File: src/pkg/pci_target_pkg.sv
// package: constants, states and helpers of the pci target protocol block
// How it works
// - trdy, stop, devsel and perr are driven high one clock before release.
// - perr only reports write data taken after this target claimed the cycle.
// - dual address command is reserved here and never claimed.
// - once trdy is asserted, trdy, devsel and stop hold until the phase completes.
// - once stop is asserted, stop, trdy and devsel hold until the phase completes.
// - a word moves only on an edge with irdy and trdy both asserted.
// - on reads trdy is asserted only while valid data sits on ad.
// - an i/o access the byte enables cannot fully serve ends in target-abort.
// - reserved commands are never claimed nor decoded as defined ones.
// - config commands need idsel high and ad[1:0] equal to 00.
// - reserved burst ordering disconnects after the first data phase.
// - ad driven by the target is held stable while trdy is asserted.
// - no trdy in the read turnaround cycle after the address phase.
// - trdy, stop and devsel deassert the clock after the last phase.
// - a burst reaching the end of the memory window is disconnected.
// - stop holds until frame is seen high, then drops the next cycle.
// - trdy is deasserted before target-abort is signalled.
// - an asserted stop is never withdrawn to continue the transfer.
// - the first data phase completes or terminates within 16 clocks.
// - devsel leads every other response and holds except for target-abort.
// - special cycles are never claimed nor answered.
// - par is driven one clock after ad starts being driven.
// - par makes the ones over ad, cbe and par an even count.
// - no bus locking; exclusive access sequences get no special care.
package pci_target_pkg;

    // ****************************************************************
    // bus commands
    // ****************************************************************
    localparam logic [3:0] CMD_INTACK  = 4'h0;
    localparam logic [3:0] CMD_SPECIAL = 4'h1;
    localparam logic [3:0] CMD_IO_RD   = 4'h2;
    localparam logic [3:0] CMD_IO_WR   = 4'h3;
    localparam logic [3:0] CMD_MEM_RD  = 4'h6;
    localparam logic [3:0] CMD_MEM_WR  = 4'h7;
    localparam logic [3:0] CMD_CFG_RD  = 4'hA;
    localparam logic [3:0] CMD_CFG_WR  = 4'hB;
    localparam logic [3:0] CMD_MEM_RDM = 4'hC;
    localparam logic [3:0] CMD_DUAL    = 4'hD;
    localparam logic [3:0] CMD_MEM_RDL = 4'hE;
    localparam logic [3:0] CMD_MEM_WRI = 4'hF;

    // ****************************************************************
    // address windows and timing
    // ****************************************************************
    localparam logic [31:0] MEM_BASE      = 32'h1000_0000;
    localparam int          MEM_SIZE_LOG2 = 12;
    localparam logic [31:0] IO_BASE       = 32'h0000_1000;
    localparam int          IO_SIZE_LOG2  = 8;
    localparam logic [1:0]  ADDR_INC      = 2'h1;
    localparam int          INIT_LAT_CLKS = 16;
    localparam logic [4:0]  LAT_RETRY     = 5'(INIT_LAT_CLKS - 1);
    localparam logic [4:0]  LAT_START     = 5'h01;

    typedef enum logic [2:0] {
        ST_IDLE = 3'b000,
        ST_TURN = 3'b001,
        ST_DATA = 3'b010,
        ST_STOP = 3'b011,
        ST_REL  = 3'b100,
        ST_BUSY = 3'b101
    } state_type;

    function automatic logic inWindow(input logic [31:0] a, input logic [31:0] base,
                                      input int sz);
        return (a >> sz) == (base >> sz);
    endfunction : inWindow

    // an enabled byte below the addressed byte cannot be served
    function automatic logic ioBeBad(input logic [3:0] beN, input logic [1:0] low);
        logic bad;
        bad = 1'b0;
        for (int i = 0; i < 4; i++) begin
            if (i < int'(low) && !beN[i]) begin
                bad = 1'b1;
            end
        end
        return bad;
    endfunction : ioBeBad

endpackage : pci_target_pkg

File: src/pkg/decode_if.sv
// interface: address phase fields and decode results
`timescale 1ns/100ps
interface decode_if;
    logic [3:0]  cmd;
    logic [31:0] ad;
    logic        idsel;
    logic        claim;
    logic        isRead;
    logic        isIo;
    logic        isMem;
    logic        burstBad;

    modport decoder (input cmd, ad, idsel, output claim, isRead, isIo, isMem, burstBad);
    modport user    (output cmd, ad, idsel, input claim, isRead, isIo, isMem, burstBad);
endinterface : decode_if

File: src/rtl/pci_cmd_decode.sv
// module: command and address decode of the address phase
`timescale 1ns/100ps
module pci_cmd_decode
    import pci_target_pkg::*;
(
    decode_if.decoder bus
);
    logic memHit;
    logic ioHit;

    assign memHit = inWindow(bus.ad, MEM_BASE, MEM_SIZE_LOG2);
    assign ioHit  = inWindow(bus.ad, IO_BASE, IO_SIZE_LOG2);

    always_comb begin
        bus.claim    = 1'b0;
        bus.isRead   = 1'b0;
        bus.isIo     = 1'b0;
        bus.isMem    = 1'b0;
        bus.burstBad = 1'b0;
        // only named commands reach a claim; all else falls to no claim
        unique case (bus.cmd)
            CMD_IO_RD, CMD_IO_WR: begin
                bus.claim  = ioHit;
                bus.isIo   = 1'b1;
                bus.isRead = (bus.cmd == CMD_IO_RD);
            end
            CMD_MEM_RD, CMD_MEM_WR, CMD_MEM_RDM, CMD_MEM_RDL, CMD_MEM_WRI: begin
                bus.claim    = memHit;
                bus.isMem    = 1'b1;
                bus.isRead   = (bus.cmd != CMD_MEM_WR) && (bus.cmd != CMD_MEM_WRI);
                bus.burstBad = (bus.ad[1:0] != 2'h0);
            end
            CMD_CFG_RD, CMD_CFG_WR: begin
                bus.claim  = bus.idsel && (bus.ad[1:0] == 2'h0);
                bus.isRead = (bus.cmd == CMD_CFG_RD);
            end
            default: begin
                bus.claim = 1'b0;
            end
        endcase
    end
endmodule : pci_cmd_decode

File: src/rtl/pci_parity_unit.sv
// module: par generation and write data parity check
`timescale 1ns/100ps
module pci_parity_unit
    import pci_target_pkg::*;
(
    input  wire logic        sys_clk,
    input  wire logic        srst,
    input  wire logic [31:0] adDrv,
    input  wire logic        adDrvOe,
    input  wire logic [31:0] adIn,
    input  wire logic [3:0]  cbeIn,
    input  wire logic        parIn,
    input  wire logic        wrXfer,
    input  wire logic        perrEnable,
    output logic             parOut,
    output logic             parOeN,
    output logic             perrN,
    output logic             perrOeN
);
    typedef struct packed {
        logic par;
        logic parOe;
        logic pend;
        logic calc;
        logic perrAct;
        logic perrHi;
    } par_type;

    par_type p_r;
    par_type p_nxt;

    always_comb begin
        p_nxt       = p_r;
        p_nxt.par   = ^{adDrv, cbeIn};
        p_nxt.parOe = adDrvOe;              // par trails ad by one clock
        p_nxt.pend  = wrXfer;               // only claimed, completed phases
        p_nxt.calc  = ^{adIn, cbeIn};
        p_nxt.perrAct = p_r.pend && (p_r.calc ^ parIn) && perrEnable;
        p_nxt.perrHi  = p_r.perrAct && !p_nxt.perrAct; // high one clock first
    end

    always_ff @(posedge sys_clk) begin
        if (srst) begin
            p_r <= '0;
        end else begin
            p_r <= p_nxt;
        end
    end

    assign parOut  = p_r.par;
    assign parOeN  = ~p_r.parOe;
    assign perrN   = ~p_r.perrAct;
    assign perrOeN = ~(p_r.perrAct | p_r.perrHi);
endmodule : pci_parity_unit

File: src/rtl/pci_target_protocol.sv
// module: pci target bus protocol engine with a simple local side
`timescale 1ns/100ps
module pci_target_protocol
    import pci_target_pkg::*;
(
    input  wire logic        sys_clk,
    input  wire logic        srst,
    input  wire logic        frameN,
    input  wire logic        irdyN,
    input  wire logic        idsel,
    input  wire logic [31:0] adIn,
    input  wire logic [3:0]  cbeIn,
    input  wire logic        parIn,
    input  wire logic        perrEnable,
    output logic      [31:0] adOut,
    output logic             adOeN,
    output logic             parOut,
    output logic             parOeN,
    output logic             trdyN,
    output logic             trdyOeN,
    output logic             stopN,
    output logic             stopOeN,
    output logic             devselN,
    output logic             devselOeN,
    output logic             perrN,
    output logic             perrOeN,
    output logic      [31:0] locAddr,
    output logic             locIsIo,
    output logic             locRdReq,
    input  wire logic [31:0] locRdData,
    input  wire logic        locRdValid,
    input  wire logic        locWrReady,
    input  wire logic        locAbort,
    output logic             locWrStrobe,
    output logic      [31:0] locWrData,
    output logic      [3:0]  locWrBe,
    output logic      [31:0] locWrAddr
);
    // ****************************************************************
    // state
    // ****************************************************************
    typedef struct packed {
        state_type   state;
        logic        frameQ;
        logic        devsel;
        logic        trdy;
        logic        stop;
        logic        drvCtl;
        logic        adOe;
        logic [31:0] adOut;
        logic [31:0] addr;
        logic [1:0]  ioLow;
        logic        isRead;
        logic        isIo;
        logic        disc;
        logic        first;
        logic [4:0]  latCnt;
        logic        dataRdy;
        logic        wrStb;
        logic [31:0] wrData;
        logic [3:0]  wrBe;
        logic [31:0] wrAddr;
    } regs_type;

    regs_type s_r;
    regs_type s_nxt;
    logic     xfer;
    logic     lastInWin;
    logic     wrXfer;

    decode_if dec();

    assign dec.cmd   = cbeIn;
    assign dec.ad    = adIn;
    assign dec.idsel = idsel;

    pci_cmd_decode u_decode (
        .bus (dec.decoder)
    );

    // ****************************************************************
    // next state
    // ****************************************************************
    assign xfer      = s_r.trdy && !irdyN;
    assign lastInWin = &s_r.addr[MEM_SIZE_LOG2-1:2];
    assign wrXfer    = xfer && !s_r.isRead && (s_r.state == ST_DATA);

    always_comb begin
        s_nxt        = s_r;
        s_nxt.frameQ = frameN;
        s_nxt.wrStb  = 1'b0;
        // lock is not looked at: exclusive sequences pass as plain ones
        unique case (s_r.state)
            ST_IDLE: begin
                s_nxt.drvCtl = 1'b0;
                if (s_r.frameQ && !frameN) begin
                    if (dec.claim) begin
                        s_nxt.state   = ST_TURN;
                        s_nxt.devsel  = 1'b1;
                        s_nxt.drvCtl  = 1'b1;
                        s_nxt.addr    = {adIn[31:2], 2'h0};
                        s_nxt.ioLow   = adIn[1:0];
                        s_nxt.isRead  = dec.isRead;
                        s_nxt.isIo    = dec.isIo;
                        // i/o and config are single word: disconnect after one
                        s_nxt.disc    = dec.burstBad || !dec.isMem;
                        s_nxt.first   = 1'b1;
                        s_nxt.latCnt  = LAT_START;
                        s_nxt.dataRdy = 1'b0;
                    end else begin
                        s_nxt.state = ST_BUSY;
                    end
                end
            end
            ST_TURN: begin
                // master still owns ad here, so no drive and no trdy
                s_nxt.state  = ST_DATA;
                s_nxt.latCnt = s_r.latCnt + 5'h01;
                s_nxt.adOe   = s_r.isRead;
            end
            ST_DATA: begin
                if (s_r.first) begin
                    s_nxt.latCnt = s_r.latCnt + 5'h01;
                end
                if (s_r.trdy) begin
                    if (xfer) begin
                        s_nxt.first   = 1'b0;
                        s_nxt.dataRdy = 1'b0;
                        s_nxt.addr    = s_r.addr + {28'h0, ADDR_INC, 2'h0};
                        s_nxt.wrStb   = !s_r.isRead;
                        s_nxt.wrData  = adIn;
                        s_nxt.wrBe    = cbeIn;
                        s_nxt.wrAddr  = s_r.addr;
                        if (frameN) begin
                            s_nxt.state  = ST_REL;
                            s_nxt.trdy   = 1'b0;
                            s_nxt.devsel = 1'b0;
                            s_nxt.adOe   = 1'b0;
                        end else if (s_r.disc || lastInWin) begin
                            s_nxt.state = ST_STOP;
                            s_nxt.trdy  = 1'b0;
                            s_nxt.stop  = 1'b1;
                        end else begin
                            s_nxt.trdy = !s_r.isRead && locWrReady;
                        end
                    end
                    // otherwise all three hold while irdy is awaited
                end else if (s_r.first && s_r.isIo
                             && (ioBeBad(cbeIn, s_r.ioLow) || locAbort)) begin
                    // trdy is already low here, abort drops devsel
                    s_nxt.state  = ST_STOP;
                    s_nxt.stop   = 1'b1;
                    s_nxt.devsel = 1'b0;
                end else if (s_r.first && s_r.latCnt >= LAT_RETRY) begin
                    s_nxt.state = ST_STOP;                          // retry
                    s_nxt.stop  = 1'b1;
                end else if (s_r.isRead) begin
                    // ad only loads while trdy is low, then stays
                    if (s_r.dataRdy) begin
                        s_nxt.trdy = 1'b1;
                    end else if (locRdValid) begin
                        s_nxt.adOut   = locRdData;
                        s_nxt.dataRdy = 1'b1;
                    end
                end else begin
                    s_nxt.trdy = locWrReady;
                end
            end
            ST_STOP: begin
                // stop is only released by frame high, never to go on
                if (frameN) begin
                    s_nxt.state  = ST_REL;
                    s_nxt.stop   = 1'b0;
                    s_nxt.devsel = 1'b0;
                    s_nxt.trdy   = 1'b0;
                    s_nxt.adOe   = 1'b0;
                end
            end
            ST_REL: begin
                s_nxt.state  = ST_IDLE;
                s_nxt.drvCtl = 1'b0;
            end
            ST_BUSY: begin
                if (frameN && irdyN) begin
                    s_nxt.state = ST_IDLE;
                end
            end
            default: begin
                s_nxt = '0;
            end
        endcase
    end

    always_ff @(posedge sys_clk) begin
        if (srst) begin
            s_r <= '0;
        end else begin
            s_r <= s_nxt;
        end
    end

    // ****************************************************************
    // outputs
    // ****************************************************************
    assign adOut       = s_r.adOut;
    assign adOeN       = ~s_r.adOe;
    assign trdyN       = ~s_r.trdy;
    assign stopN       = ~s_r.stop;
    assign devselN     = ~s_r.devsel;
    assign trdyOeN     = ~s_r.drvCtl;
    assign stopOeN     = ~s_r.drvCtl;
    assign devselOeN   = ~s_r.drvCtl;
    assign locAddr     = s_r.addr;
    assign locIsIo     = s_r.isIo;
    assign locRdReq    = (s_r.state == ST_DATA) && s_r.isRead && !s_r.dataRdy;
    assign locWrStrobe = s_r.wrStb;
    assign locWrData   = s_r.wrData;
    assign locWrBe     = s_r.wrBe;
    assign locWrAddr   = s_r.wrAddr;

    pci_parity_unit u_parity (
        .sys_clk    (sys_clk),
        .srst       (srst),
        .adDrv      (s_r.adOut),
        .adDrvOe    (s_r.adOe),
        .adIn       (adIn),
        .cbeIn      (cbeIn),
        .parIn      (parIn),
        .wrXfer     (wrXfer),
        .perrEnable (perrEnable),
        .parOut     (parOut),
        .parOeN     (parOeN),
        .perrN      (perrN),
        .perrOeN    (perrOeN)
    );

    // ****************************************************************
    // checks
    // ****************************************************************
    logic trdyAct;
    logic stopAct;
    logic devAct;
    assign trdyAct = !trdyN && !trdyOeN;
    assign stopAct = !stopN && !stopOeN;
    assign devAct  = !devselN && !devselOeN;
endmodule : pci_target_protocol

File: config.mk
export PLATFORM = sky130hd
export DESIGN_NAME = pci_target_protocol
export DESIGN_NICKNAME = d
export VERILOG_FILES = /design/src/pkg/pci_target_pkg.sv /design/src/pkg/decode_if.sv /design/src/rtl/pci_cmd_decode.sv /design/src/rtl/pci_parity_unit.sv /design/src/rtl/pci_target_protocol.sv
export SDC_FILE = /design/constraint.sdc
export NUM_CORES = 1
export LEC_CHECK = 0
export BUFFER_PORTS_ARGS = -buffer_cell sky130_fd_sc_hd__buf_2
export CORE_ASPECT_RATIO = 0.75
export CORE_MARGIN = 2
export CORE_UTILIZATION = 45
export CTS_CLUSTER_DIAMETER = 150
export DETAILED_ROUTE_END_ITERATION = 6
export GPL_TIMING_DRIVEN = 0
export PLACE_DENSITY = 0.7
export SLEW_MARGIN = 30
export SYNTH_ARGS = -nofsm -noshare
export SYNTH_HDL_FRONTEND = slang
export SYNTH_SLANG_ARGS = --single-unit
File: constraint.sdc
create_clock -name sys_clk -period 3.13 [get_ports sys_clk]
set_clock_uncertainty 0.2 [all_clocks]
set_input_delay 0.1565 -clock sys_clk [delete_from_list [all_inputs] [get_ports sys_clk]]
set_output_delay 0.1565 -clock sys_clk [all_outputs]
set_load 0.05 [all_outputs]
# == Word level (Yosys, flattened, before mapping) ==
# Index checks and enable logic that the tools add are counted.
# totals
elab_cells,227
input_bits,78
ff_bits,160
output_inout_bits,146
# op_classes
n_lt_le_gt_ge,4
n_eq_ne,41
bitwise,18
reduce_logical,61
n_mux,75
addsub,2
# ops
cell,n
32-bit two-way mux,8
69-bit one-hot mux with 2 select lines,1
32-bit one-hot mux with 3 select lines,1
44-bit two-way mux,2
36-bit XOR reduction,2
70-bit two-way mux,1
69-bit two-way mux,1
32-bit one-hot mux with 2 select lines,1
3-bit two-way mux,13
1-bit two-way mux,35
"32-bit by 3-bit adder with 32-bit output, second input constant",1
"2-bit != test, second input constant",13
"24-bit by 5-bit == test with 1-bit output, second input constant",1
7-bit AND reduction,3
"20-bit by 17-bit == test with 1-bit output, second input constant",1
"4-bit == test, second input constant",5
5-bit one-hot mux with 4 select lines,1
1-bit logical AND,19
"3-bit != test, second input constant",6
1-bit NOT,16
3-bit one-hot mux with 5 select lines,1
5-bit OR reduction,3
1-bit one-hot mux with 3 select lines,4
6-bit AND reduction,2
34 further kinds,60

# == Longest topological paths before layout ==
# depth
ltp_word,12
depth_mapped,10
ltp_nobuf,9

# == By module ==
# A second synthesis with hierarchy kept.
# unflattened
cells_unflattened,967
area_unflattened_um2,8488.1
# by_module_without_submodules
module,seq_area_each_um2,cells_per_inst,instances,area_each_um2
pci_target_protocol,3002.9,867,1,7544.7
pci_parity_unit,120.1,82,1,808.3
pci_cmd_decode,0.0,18,1,135.1

# == Least setup slack after synthesis ==
# OpenSTA, ideal clock, no wires.
# synth_timing
path_type,register -> output
start,register s_r[152] in the netlist's numbering
end,output locRdReq
path_stages_with_launch,6
slack_ns,0.394
path_buffers,2
t_arrival_ns,2.379
path_cell_list,dfxtp_1 inv_2 or3_1 clkbuf_1 clkbuf_1 nor3b_1
# synth_between
elab_chain_len,3
# synth_rtl
item,line_no,source
from (decl),pci_target_protocol.sv:65,regs_type s_r;
from (signal assigned),pci_target_protocol.sv:198,s_r <= s_nxt;
3-bit by 2-bit == test with 1-bit output,pci_target_protocol.sv:215,assign locRdReq = (s_r.state == ST_DATA) && s_r.isRead && !s_r.dataRdy;
1-bit logical AND (2 in a row),pci_target_protocol.sv:215,
to (decl),pci_target_protocol.sv:29,"output logic locRdReq,"
# Every way passes these cells.

# == Final worst setup path ==
# layout_timing
start,input cbeIn[0]
end,register s_r (netlist bit locAddr[21])
# layout_between
elab_chain_len,5
# layout_rtl
item,line_no,source
from (decl),pci_target_protocol.sv:12,"input wire logic [3:0] cbeIn,"
"4-bit by 3-bit == test with 1-bit output, or another cell as far along",pci_cmd_decode.sv:21,unique case (bus.cmd)
5-bit OR reduction / 2-bit OR reduction (equally long branches),pci_cmd_decode.sv:21,
1-bit one-hot mux with 3 select lines *,pci_cmd_decode.sv:21,
2-bit != test (no source line) *,--,
5-bit AND reduction (no source line) *,--,
# Every way passes the cells marked *; elsewhere a longest branch is shown, timed or not.
# A chain may end at the register's enable or synchronous reset.

==> flow_summary.json <==
{
  "hold_start": "irdyN",
  "most-common-layout-cells": "241 x buf_2, 156 x dfxtp_1, 135 x buf_4",
  "fin_crit_sh_pct": 97.5,
  "tns_ps": 0,
  "synth_edf_count": 0,
  "stdcell_count": 1570,
  "power_uw": 6150,
  "routed_via_density": 5.39,
  "max_cap_violations": 0,
  "cts.path.max_buffers": 2,
  "cts_sinks": 156,
  "vdd_drop_max_mv": 0.418,
  "r2r_cells": 8,
  "hp-class": "in -> reg",
  "diodes": 0,
  "fin_crit_ps": 3050,
  "die_x_um": 163,
  "synthToLayoutAreaGrowth_pct": 32.0,
  "rows": 43,
  "crit_fanout": 10,
  "grt_first_pass_wirelength_mm": 43.3,
  "first_pass_iters": 6,
  "netlist-cell-type-count": 66,
  "drt-initial-drc-count": 1053,
  "place_congestion": 0.965,
  "rsz0062_at_grt": "false",
  "grt_max_degree": 17,
  "r2r_slack_ps": 150,
  "hold_depth": 4,
  "final_common_cell": "buf_2",
  "synthCells": 998,
  "relSlewSlack_pct": 38.7,
  "synthFlopType": "dfxtp_1",
  "core_area_sq_um": 18500,
  "route.detailed.wl_per_inst_um": 18.5,
  "worst_hold_path.endpoint": "s_r[147]",
  "antenna_found_initial": 0,
  "overflow": 0,
  "ioPinCount": 224,
  "reg2reg_from": "s_r[153]",
  "worst_slew_pin_slew_ps": 920,
  "dpl_worst_slack_ps": 136,
  "cts_tree": "built",
  "cts-htree-levels": 4,
  "p_per_area_nw_per_um2": 547,
  "routed_wl_mm": 29.0,
  "final_nets": 1413,
  "dpl.hpwl_mm": 20.5,
  "stdcell_area_sq_um": 11200,
  "status": "finished, final reports clean",
  "synth.avg_cell_area_sq_um": 8.53,
  "worstSetupEndpointType": "register",
  "cellLeakagePower_uw": 0.00516,
  "drv_slew": 0,
  "yosysSeqAreaShare_pct": 36.7,
  "cts_post_setup_buffers_inserted": 0,
  "drc": 0,
  "drive_gt1_share_pct": 32.0,
  "async_flop_share_pct": 0,
  "track_usage_pct": 28.6,
  "ys_warn_count": 0,
  "first_global_vias": 7633,
  "syn-cell-area_sq_um": 8510,
  "r2r-end": "locAddr[23]",
  "cp-start-kind": "primary input",
  "drtAntennaViolNets": 0,
  "clk_pin_slew_ps": 60,
  "placed_cells": 1465,
  "path_class": "in -> reg",
  "vias": 8464,
  "clk_latency_ps": 440,
  "hold_violations": 0,
  "io_buffers": 217,
  "cp.required_ps": 3290,
  "die-area_sq_um": 20000,
  "synth.ff_latch_count": 156,
  "start_util_pct": 46.0,
  "cts_buffers": 17,
  "finalWorstSetupSlack_ps": 76.7,
  "cp.arrival_ps": 3210,
  "max_freq_mhz": 328,
  "finalSetupViolations": 0,
  "placed_area_sq_um": 9910,
  "die_h_um": 123,
  "root_buffer": "clkbuf_16"
}
## flip-flops by register name, summed over array words and instances (netlist names)
signal,count
locAddr,30
locWrBe,4
u_parity.parOut,1
adOut,32
u_parity.p_r,5
s_r,20
locWrStrobe,1
locIsIo,1
locWrAddr,30
locWrData,32
## critical path, stage by stage
cell	delay, ps
dlygate4sd3_1	530
buf_2	160
inv_1	100
ha_1	250
or3_1	170
o2111a_1	250
o21ai_4	100
a32oi_1	760
buf_2	420
o21ai_0	150
a21oi_1	160
## Yosys cell counts (2+ instances only)
library cell	instances	share of area [%]
a2111oi_0	2	0.21
a21oi_1	36	2.1
a221oi_1	4	0.41
a22o_1	34	3.5
a22oi_1	81	7.1
a31oi_1	9	0.66
a32o_1	2	0.24
and2_1	2	0.15
and3_1	5	0.37
and4_1	3	0.31
buf_1	3	0.13
buf_2	23	1.4
buf_4	135	12
clkbuf_1	39	1.7
dfxtp_1	156	37
ha_1	25	3.7
inv_1	43	1.9
inv_2	2	0.088
mux2i_1	10	1.2
nand2_1	30	1.3
nand2b_1	5	0.37
nand3_1	25	1.5
nand3b_1	2	0.18
nand4_1	8	0.59
nand4b_1	2	0.21
nor2_1	133	5.9
nor2b_1	3	0.22
nor3_1	13	0.76
nor3_2	3	0.35
nor3b_1	3	0.26
nor4_1	6	0.44
nor4b_1	2	0.21
o211a_1	2	0.24
o21a_1	3	0.26
o21ai_0	17	1.0
o21ai_1	16	0.94
o22ai_1	9	0.66
o31ai_1	2	0.18
o41ai_1	2	0.21
or3_1	6	0.44
or4_1	2	0.18
xnor2_1	54	5.6
xor2_1	13	1.3
## cell families after synthesis
| family | Yosys count | share of synthesized area [%] |
|---|---|---|
| buffers and inverters | 246 | 17.2 |
| DFF | 156 | 36.7 |
| other | 1 | 0.0441 |
| AOI/OAI and AO/OA | 234 | 19.9 |
| adders and majority gates | 25 | 3.68 |
| muxes | 10 | 1.18 |
| xor gates and xnor gates | 67 | 6.90 |
| and+or+nand+nor | 259 | 14.4 |
## metal layers
metal / global-route usage [%] / wire length, um
met1: 41.8 / 13000
met3: 7.08 / 3130
met4: 8.85 / 591
met5: 0 / 0
met2: 41.3 / 12200
## final cells by class
| cell class | count | area (sq um) |
|---|---|---|
| flip-flops and latches | 156 | 3120 |
| clock inverters | 14 | 145 |
| multi-input cells | 599 | 3940 |
| repair buffers | 290 | 1820 |
| clock buffers | 18 | 439 |
| well taps | 247 | 309 |
| inverters | 45 | 169 |
| fillers | 1651 | 7270 |
| plain buffers | 201 | 1290 |
## how the worst max path moves through the flow
stage	to	startpoint	slack [ps]
2_1_floorplan	locRdReq	s_r[152]	390
3_3_place_gp	s_r[153]	locAddr[2]	100
3_5_place_dp	s_r[153]	locAddr[2]	140
4_1_cts	locRdReq	s_r[152]	110
5_1_grt	s_r[153]	locAddr[2]	6
6_report	locAddr[21]	cbeIn[0]	80
## stage by stage
| step | hold WS, ps | util [%] |
|---|---|---|
| final | 77.9 | 60.7 |
| after global routing | 61.8 | 60.7 |
| after CTS | 42.7 | 60.7 |
| after detailed placement | 170 | 53.6 |
| after global placement | 167 | 53.6 |
| after floorplan | 82.0 | - |
## power by group
part	internal, uW	leakage (uW)	switching, uW
Combinational	622	0.00361	1310
Sequential	2060	0.00126	83.3
Clock	1190	0.000290	880
## timing repair
action | CTS | global route
setup endpoints to repair | 0 | 4
gates resized for setup | 0 | 4
hold endpoints to repair | 85 | 0
hold buffers | 73 | 0
Power figures use the tool's default switching activity.
